[config.mk]
export PLATFORM = sky130hd
export DESIGN_NAME = scr_top
export DESIGN_NICKNAME = d
export VERILOG_FILES = /design/src/scr_pkg.sv /design/src/scr_top.sv
export VERILOG_INCLUDE_DIRS = /design/src
export SDC_FILE = /design/constraint.sdc
export NUM_CORES = 1
export LEC_CHECK = 0
export ABC_AREA = 1
export BUFFER_PORTS_ARGS = -buffer_cell sky130_fd_sc_hd__clkbuf_2
export CAP_MARGIN = 5
export CORE_ASPECT_RATIO = 0.7
export CORE_UTILIZATION = 54
export CTS_CLUSTER_DIAMETER = 100
export DETAILED_ROUTE_END_ITERATION = 8
export PLACE_DENSITY = 0.9
export SLEW_MARGIN = 20
export SYNTH_ARGS = -nofsm -noshare
export SYNTH_HDL_FRONTEND = slang
export SYNTH_SLANG_ARGS = --single-unit
[constraint.sdc]
create_clock -name aclk -period 4 [get_ports aclk]
set_clock_uncertainty 0.1 [all_clocks]
set_input_delay 0.4 -clock aclk [delete_from_list [all_inputs] [get_ports aclk]]
set_output_delay 0.4 -clock aclk [all_outputs]
set_load 0.05 [all_outputs]
[src/scr_regs.svh]
// System configuration register bank: offsets, fields, resets and timing
`ifndef SCR_REGS_SVH
`define SCR_REGS_SVH

// ----------------------------------------------------------------
// Register byte addresses
// ----------------------------------------------------------------
`define SCR_ADDR_PWRMSK 32'h80000000
`define SCR_ADDR_GATES 32'h80000004
`define SCR_ADDR_PIOSEL 32'h80000008
`define SCR_ADDR_AUDCTL 32'h8000000C
`define SCR_ADDR_OTHCFG 32'h80000010
`define SCR_ADDR_TSTCTL 32'h80000014

// ----------------------------------------------------------------
// Key, reset value and writable-bit masks
// ----------------------------------------------------------------
`define SCR_KEY 32'h0000003C
`define SCR_RESET 32'h00000000
`define SCR_MASK_PWRMSK 32'h00000001
`define SCR_MASK_GATES 32'h0000007F
`define SCR_MASK_PIOSEL 32'h0000FFFF
`define SCR_MASK_NONE 32'h00000000

// ----------------------------------------------------------------
// Field positions
// ----------------------------------------------------------------
`define SCR_BIT_RTCACC 0
`define SCR_BIT_DMA 0
`define SCR_BIT_DRAM 1
`define SCR_BIT_AUDTX 2
`define SCR_BIT_AUDRX 3
`define SCR_BIT_NFC 4
`define SCR_BIT_NFB 5
`define SCR_BIT_SYSCLK 6

// ----------------------------------------------------------------
// Bus responses and timing
// ----------------------------------------------------------------
`define SCR_RESP_OKAY 2'h0
`define SCR_RESP_SLVERR 2'h2
`define SCR_SYS_HZ 25000000
`define SCR_RTC_HZ 32768
`define SCR_RTC_HALF (`SCR_SYS_HZ / (2 * `SCR_RTC_HZ))
`define SCR_RTC_SETTLE 4

`endif

[src/scr_pkg.sv]
// Types shared by the system configuration register bank
package scr_pkg;

    typedef enum logic [2:0] {
        SCR_SEL_PWRMSK = 3'b000,
        SCR_SEL_GATES = 3'b001,
        SCR_SEL_PIOSEL = 3'b010,
        SCR_SEL_AUDCTL = 3'b011,
        SCR_SEL_OTHCFG = 3'b100,
        SCR_SEL_TSTCTL = 3'b101,
        SCR_SEL_NONE = 3'b111
    } scr_sel_t;

    typedef logic [31:0] scr_word_t;

endpackage : scr_pkg

[src/scr_top.sv]
// System configuration register bank with AXI4-Lite slave and pin mux
//
// Our own choice: the AXI4-Lite interface to the registers.
`timescale 1ns/1ps
`include "scr_regs.svh"

module scr_top (
    input wire logic aclk,
    input wire logic aresetn,
    input wire logic [31:0] s_axi_awaddr,
    input wire logic [2:0] s_axi_awprot,
    input wire logic s_axi_awvalid,
    output logic s_axi_awready,
    input wire logic [31:0] s_axi_wdata,
    input wire logic [3:0] s_axi_wstrb,
    input wire logic s_axi_wvalid,
    output logic s_axi_wready,
    output logic [1:0] s_axi_bresp,
    output logic s_axi_bvalid,
    input wire logic s_axi_bready,
    input wire logic [31:0] s_axi_araddr,
    input wire logic [2:0] s_axi_arprot,
    input wire logic s_axi_arvalid,
    output logic s_axi_arready,
    output logic [31:0] s_axi_rdata,
    output logic [1:0] s_axi_rresp,
    output logic s_axi_rvalid,
    input wire logic s_axi_rready,
    output logic rtc_access_enable,
    output logic rtc_access_ready,
    output logic rtc_clk_32k,
    output logic dma_clock_stop,
    output logic dram_clock_stop,
    output logic audio_tx_clock_stop,
    output logic audio_rx_clock_stop,
    output logic nand_ctrl_clock_stop,
    output logic nand_buffer_clock_stop,
    output logic sysclk_out_enable,
    output logic sysclk_out_pin,
    output logic [15:0] pin_select,
    input wire logic [3:0] gpio_out,
    input wire logic [3:0] gpio_oe,
    output logic [3:0] gpio_in,
    input wire logic audio_tx_bit_clock_out,
    input wire logic audio_tx_bit_clock_oe,
    output logic audio_tx_bit_clock_in,
    input wire logic audio_tx_word_select_out,
    input wire logic audio_tx_word_select_oe,
    output logic audio_tx_word_select_in,
    input wire logic audio_tx_serial_data,
    input wire logic audio_tx_master_clock,
    input wire logic [3:0] pad_in,
    output logic [3:0] pad_out,
    output logic [3:0] pad_oe
);

    // ------------------------------------------------------------
    // Decode and helpers
    // ------------------------------------------------------------
    function automatic scr_pkg::scr_sel_t decode(input logic [31:0] a);
        unique case (a)
            `SCR_ADDR_PWRMSK: decode = scr_pkg::SCR_SEL_PWRMSK;
            `SCR_ADDR_GATES: decode = scr_pkg::SCR_SEL_GATES;
            `SCR_ADDR_PIOSEL: decode = scr_pkg::SCR_SEL_PIOSEL;
            `SCR_ADDR_AUDCTL: decode = scr_pkg::SCR_SEL_AUDCTL;
            `SCR_ADDR_OTHCFG: decode = scr_pkg::SCR_SEL_OTHCFG;
            `SCR_ADDR_TSTCTL: decode = scr_pkg::SCR_SEL_TSTCTL;
            default: decode = scr_pkg::SCR_SEL_NONE;
        endcase
    endfunction : decode

    function automatic logic [31:0] strobe_mask(input logic [3:0] s);
        strobe_mask = {{8{s[3]}}, {8{s[2]}}, {8{s[1]}}, {8{s[0]}}};
    endfunction : strobe_mask

    // ------------------------------------------------------------
    // Register state
    // ------------------------------------------------------------
    scr_pkg::scr_word_t pwrmsk;
    scr_pkg::scr_word_t gates;
    scr_pkg::scr_word_t piosel;
    logic [5:0] unlocked;

    // ------------------------------------------------------------
    // Write channel
    // ------------------------------------------------------------
    logic aw_held;
    logic w_held;
    logic [31:0] aw_addr;
    logic [31:0] w_data;
    logic [3:0] w_strb;
    logic commit;
    logic is_key;
    logic target_open;
    scr_pkg::scr_sel_t wsel;
    logic [31:0] wmerge_mask;

    assign commit = aw_held && w_held && !s_axi_bvalid;
    assign wsel = decode(aw_addr);
    assign is_key = (w_data == `SCR_KEY) && (w_strb == 4'hF);
    assign target_open = (wsel != scr_pkg::SCR_SEL_NONE)
        && unlocked[wsel];
    assign wmerge_mask = strobe_mask(w_strb);

    always_ff @(posedge aclk) begin
        if (!aresetn) begin
            s_axi_awready <= 1'b0;
            aw_held <= 1'b0;
            aw_addr <= 32'h00000000;
        end else if (s_axi_awvalid && s_axi_awready) begin
            s_axi_awready <= 1'b0;
            aw_held <= 1'b1;
            aw_addr <= s_axi_awaddr;
        end else if (commit) begin
            aw_held <= 1'b0;
        end else if (!aw_held && !s_axi_bvalid) begin
            s_axi_awready <= 1'b1;
        end
    end

    always_ff @(posedge aclk) begin
        if (!aresetn) begin
            s_axi_wready <= 1'b0;
            w_held <= 1'b0;
            w_data <= 32'h00000000;
            w_strb <= 4'h0;
        end else if (s_axi_wvalid && s_axi_wready) begin
            s_axi_wready <= 1'b0;
            w_held <= 1'b1;
            w_data <= s_axi_wdata;
            w_strb <= s_axi_wstrb;
        end else if (commit) begin
            w_held <= 1'b0;
        end else if (!w_held && !s_axi_bvalid) begin
            s_axi_wready <= 1'b1;
        end
    end

    always_ff @(posedge aclk) begin
        if (!aresetn) begin
            s_axi_bvalid <= 1'b0;
            s_axi_bresp <= `SCR_RESP_OKAY;
        end else if (commit) begin
            s_axi_bvalid <= 1'b1;
            s_axi_bresp <= (wsel == scr_pkg::SCR_SEL_NONE)
                ? `SCR_RESP_SLVERR : `SCR_RESP_OKAY;
        end else if (s_axi_bready) begin
            s_axi_bvalid <= 1'b0;
        end
    end

    // ------------------------------------------------------------
    // Lock state
    // ------------------------------------------------------------
    // Any write closes every other register, so the key must come
    // immediately before its data.
    always_ff @(posedge aclk) begin
        if (!aresetn) begin
            unlocked <= 6'h00;
        end else if (commit) begin
            if (!target_open && is_key
                && wsel != scr_pkg::SCR_SEL_NONE) begin
                unlocked <= 6'(6'h01 << wsel);
            end else begin
                unlocked <= 6'h00;
            end
        end
    end

    // ------------------------------------------------------------
    // Configuration registers
    // ------------------------------------------------------------
    always_ff @(posedge aclk) begin
        if (!aresetn) begin
            pwrmsk <= `SCR_RESET;
        end else if (commit && target_open
            && wsel == scr_pkg::SCR_SEL_PWRMSK) begin
            pwrmsk <= ((pwrmsk & ~wmerge_mask)
                | (w_data & wmerge_mask)) & `SCR_MASK_PWRMSK;
        end
    end

    always_ff @(posedge aclk) begin
        if (!aresetn) begin
            gates <= `SCR_RESET;
        end else if (commit && target_open
            && wsel == scr_pkg::SCR_SEL_GATES) begin
            gates <= ((gates & ~wmerge_mask)
                | (w_data & wmerge_mask)) & `SCR_MASK_GATES;
        end
    end

    always_ff @(posedge aclk) begin
        if (!aresetn) begin
            piosel <= `SCR_RESET;
        end else if (commit && target_open
            && wsel == scr_pkg::SCR_SEL_PIOSEL) begin
            piosel <= ((piosel & ~wmerge_mask)
                | (w_data & wmerge_mask)) & `SCR_MASK_PIOSEL;
        end
    end

    // ------------------------------------------------------------
    // Read channel
    // ------------------------------------------------------------
    scr_pkg::scr_sel_t rsel;
    logic [31:0] rword;

    assign rsel = decode(s_axi_araddr);

    always_comb begin
        unique case (rsel)
            scr_pkg::SCR_SEL_PWRMSK: rword = pwrmsk;
            scr_pkg::SCR_SEL_GATES: rword = gates;
            scr_pkg::SCR_SEL_PIOSEL: rword = piosel;
            default: rword = `SCR_MASK_NONE;
        endcase
    end

    // Reads touch no lock state
    always_ff @(posedge aclk) begin
        if (!aresetn) begin
            s_axi_arready <= 1'b0;
            s_axi_rvalid <= 1'b0;
            s_axi_rdata <= 32'h00000000;
            s_axi_rresp <= `SCR_RESP_OKAY;
        end else if (s_axi_arvalid && s_axi_arready) begin
            s_axi_arready <= 1'b0;
            s_axi_rvalid <= 1'b1;
            s_axi_rdata <= rword;
            s_axi_rresp <= (rsel == scr_pkg::SCR_SEL_NONE)
                ? `SCR_RESP_SLVERR : `SCR_RESP_OKAY;
        end else if (s_axi_rvalid && s_axi_rready) begin
            s_axi_rvalid <= 1'b0;
            s_axi_arready <= 1'b1;
        end else if (!s_axi_rvalid) begin
            s_axi_arready <= 1'b1;
        end
    end

    // ------------------------------------------------------------
    // Control outputs
    // ------------------------------------------------------------
    assign rtc_access_enable = pwrmsk[`SCR_BIT_RTCACC];
    assign dma_clock_stop = gates[`SCR_BIT_DMA];
    assign dram_clock_stop = gates[`SCR_BIT_DRAM];
    assign audio_tx_clock_stop = gates[`SCR_BIT_AUDTX];
    assign audio_rx_clock_stop = gates[`SCR_BIT_AUDRX];
    assign nand_ctrl_clock_stop = gates[`SCR_BIT_NFC];
    assign nand_buffer_clock_stop = gates[`SCR_BIT_NFB];
    assign sysclk_out_enable = gates[`SCR_BIT_SYSCLK];
    assign pin_select = piosel[15:0];

    // Enable changes only at a rising edge while the clock is high,
    // so the pin never glitches low when it switches.
    assign sysclk_out_pin = sysclk_out_enable ? aclk : 1'b1;

    // ------------------------------------------------------------
    // RTC 32 kHz clock and settling
    // ------------------------------------------------------------
    logic [8:0] rtc_div;
    logic [2:0] rtc_settle;

    // Divider rounds down, so the tick runs slightly fast
    always_ff @(posedge aclk) begin
        if (!aresetn || !rtc_access_enable) begin
            rtc_div <= 9'h000;
            rtc_clk_32k <= 1'b0;
        end else if (rtc_div == 9'(`SCR_RTC_HALF - 1)) begin
            rtc_div <= 9'h000;
            rtc_clk_32k <= !rtc_clk_32k;
        end else begin
            rtc_div <= rtc_div + 9'h001;
        end
    end

    always_ff @(posedge aclk) begin
        if (!aresetn || !rtc_access_enable) begin
            rtc_settle <= 3'h0;
            rtc_access_ready <= 1'b0;
        end else if (rtc_settle == 3'(`SCR_RTC_SETTLE)) begin
            rtc_access_ready <= 1'b1;
        end else if (rtc_clk_32k
            && rtc_div == 9'(`SCR_RTC_HALF - 1)) begin
            rtc_settle <= rtc_settle + 3'h1;
        end
    end

    // ------------------------------------------------------------
    // Pin function mux
    // ------------------------------------------------------------
    logic [3:0] pad_meta;
    logic [3:0] pad_sync;
    logic [3:0] alt_out;
    logic [3:0] alt_oe;

    always_ff @(posedge aclk) begin
        if (!aresetn) begin
            pad_meta <= 4'h0;
            pad_sync <= 4'h0;
        end else begin
            pad_meta <= pad_in;
            pad_sync <= pad_meta;
        end
    end

    assign alt_out = {audio_tx_master_clock, audio_tx_serial_data,
        audio_tx_word_select_out, audio_tx_bit_clock_out};
    assign alt_oe = {1'b1, 1'b1, audio_tx_word_select_oe,
        audio_tx_bit_clock_oe};

    // Lines are registered; pad follows the source one cycle later
    genvar gi;
    generate
        for (gi = 0; gi < 4; gi++) begin : g_line
            always_ff @(posedge aclk) begin
                if (!aresetn) begin
                    pad_out[gi] <= 1'b0;
                    pad_oe[gi] <= 1'b0;
                end else if (piosel[gi]) begin
                    pad_out[gi] <= alt_out[gi];
                    pad_oe[gi] <= alt_oe[gi];
                end else begin
                    pad_out[gi] <= gpio_out[gi];
                    pad_oe[gi] <= gpio_oe[gi];
                end
            end
        end
    endgenerate

    always_ff @(posedge aclk) begin
        if (!aresetn) begin
            gpio_in <= 4'h0;
            audio_tx_bit_clock_in <= 1'b0;
            audio_tx_word_select_in <= 1'b0;
        end else begin
            gpio_in <= pad_sync;
            audio_tx_bit_clock_in <= piosel[0] && pad_sync[0];
            audio_tx_word_select_in <= piosel[1] && pad_sync[1];
        end
    end

    localparam int RTC_LAST = `SCR_RTC_HALF - 1;
endmodule : scr_top

==> impl_metrics.ini <==
[outcome]
status = finished, final reports clean

[final_layout]
drive_gt1_share_pct = 23.0
syn2layout_area_growth_pct = 26.1
final_cell_mix = 198 x nor2_1, 187 x clkbuf_2, 159 x dfxtp_1
layout.cells.non_filler = 1228
layout_commonest_cell = nor2_1
diodes = 0
final_core_util_pct = 69.8
nets = 1194

[clocking]
clk_transition_reported_paths_ps = 60
cts-resized-gates = 0
post_cts_buffers = 0
worst_skew_pair.late_latency_ps = 520
cts_tree = yes

[worst_setup_path]
cp_slowest_stage_delay_ps = 280
r2r_start = aw_addr[11]
crit_top_cell = clkbuf_16
reg2reg_depth = 11
end_kind = primary output
crit_buf_inv = 3
worst_setup_path_start_kind = clock port
crit_arrival_ps = 2770
crit_path_cell_trace = clkbuf_16 > clkbuf_16 > or2_2 > clkbuf_2
cp_max_fo = 2
r2r_setup_slack_ps = 1680
cp_top_family = buffers and inverters
crit_path_start = aclk
critical_path_class = clock port to primary output
crit_slowest_cell = or2_2
crit_required_ps = 3500

[power_and_ir_drop]
p_leak_nw = 3.91
ir_drop_mv = 0.326
power.density_mw_per_mm2 = 472

[route]
wl_per_cell_um = 12.1
dr.pass1.iters = 6
route.antenna.remaining_nets = 0
drc = 0
drt_iter0_markers = 354
vias = 6088
avgViaCountPerCell = 4.96
wl_um = 14900

[hold_path]
min_from = gpio_oe[3]
hold_class = input pin to register
hold_path_end = pad_oe[3]
hold_depth = 3

[timing]
setup_tns_ps = 0
hold_viol_final = 0
worstMarginPinSlew_ps = 840
relSlewSlack_pct = 43.9
rsz0062_at_grt = false
slew_violations = 0
setup_viol = 0

[die]
initial_core_util_pct = 55.4
row_count = 33
dieArea_sq_mm = 0.0124
ios = 213
die_w_um = 133
fp.coreArea_sq_mm = 0.0117
fp.dieH_um = 93.6

[placed_design]
dp_hpwl_um = 10500
place.gp.congestion = 0.834
portBuffers = 188
dp_cells = 1189

[synthesis]
ys_seq_area_share_pct = 49.2
syn_area_sq_mm = 0.00647
ys.flop_type = dfxtp_1
yosysUniqueCellTypes = 43
synth-edff-count = 0
ys_ff_latch = 159
syn_area_per_cell_sq_um = 7.40
synth.top_cells.by_area = dfxtp_1 49%, nor2_1 11%, nand2_1 7.5%
synth_top_cell_by_area = dfxtp_1
ys_async_sr_fraction_pct = 0
synthCells = 875
synth.top_cell.area_share_pct = 49.2
yosys_warnings = 0

[global_routing]
grt_overflow = 0
grt_pass1_wl_um = 24600
grt_usage_pct = 25.0
antenna_found_initial = 0
grt_max_degree = 67
grt_pass1_vias = 5482

[flow_run]
cap_violations = 0
==> through the flow <==
step	setup WS, ps	total power [W]	instance area [sq um]	hold slack, ps
2_1_floorplan	1090	0.00197	6540	290
5_1_grt	722	0.00400	8160	32.3
3_5_place_dp	1000	0.00207	7420	305
4_1_cts	724	0.00387	8160	4.62
6_report	732	0.00385	8160	5.77
3_3_place_gp	1000	0.00206	7420	292
==> synthesized netlist by cell type (3+ instances only) <==
master,instances
dfxtp_1,159
o31ai_1,8
a21oi_1,55
nand2_1,130
nor2_2,7
clkbuf_1,28
o22ai_1,6
buf_2,3
buf_4,18
nor3_1,14
clkinv_1,3
nor4_1,7
nor2_1,198
o21ai_0,78
inv_1,102
nand4_1,17
ha_1,4
nand4_2,3
nand3_1,7
==> worst reg2reg max path, stage by stage, from the launching register on <==
cell     delay [ps]
dfxtp_1         310
nor2_1          100
nand2_1          70
nor2_2          180
nand3_4         130
nor3_4          240
nand2_1         150
nor2_2          180
nand4_2         390
nand2_1         210
nand2_1          90
nor2_1          110
==> cells by family (layout without fill, tap and decap cells) <==
kind of cell,after synthesis,in the layout,share of synthesized area [%]
xor+xnor,2,2,0.271
simple gates,394,394,26.0
fa+ha+maj,4,4,0.773
flops,159,159,49.2
buf+inv,158,337,10.5
other cells,1,18,0.0579
compound gates,157,157,13.2
==> what timing repair did <==
item | CTS | global route
endpoints found under the setup margin | 0 | 0
hold buffers | 5 | 0
endpoints found under the hold margin | 5 | 0
==> power breakdown <==
part / switching [W] / internal, W / total [W]
sequential: 0.0000344 / 0.00165 / 0.00169
clock: 0.000627 / 0.00118 / 0.00181
combinational: 0.000236 / 0.000118 / 0.000354
==> worst max path at each step <==
stage	endpoint	slack [ps]	cells after the start
after detailed placement	sysclk_out_pin	1000	2
final	sysclk_out_pin	730	4
after floorplan	sysclk_out_pin	1090	1
after CTS	sysclk_out_pin	720	4
after global routing	sysclk_out_pin	720	4
after global placement	sysclk_out_pin	1000	2
==> final cells by class <==
class                      count  area [sq um]
clock buffer                  24           527
clock inverter                11           165
fill                         938          3530
inverter                     107           402
multi-input combinational    575          2680
sequential                   159          3180
tap                          157           196
timing repair buffer         195          1010
==> metal layers <==
metal	part of all wire [%]	track usage, %
met2	46	41.8
met3	6.6	6.88
met5	0	0
met4	1.0	8.24
met1	46	31.2
Note: power is estimated with default switching activity, not from simulation.
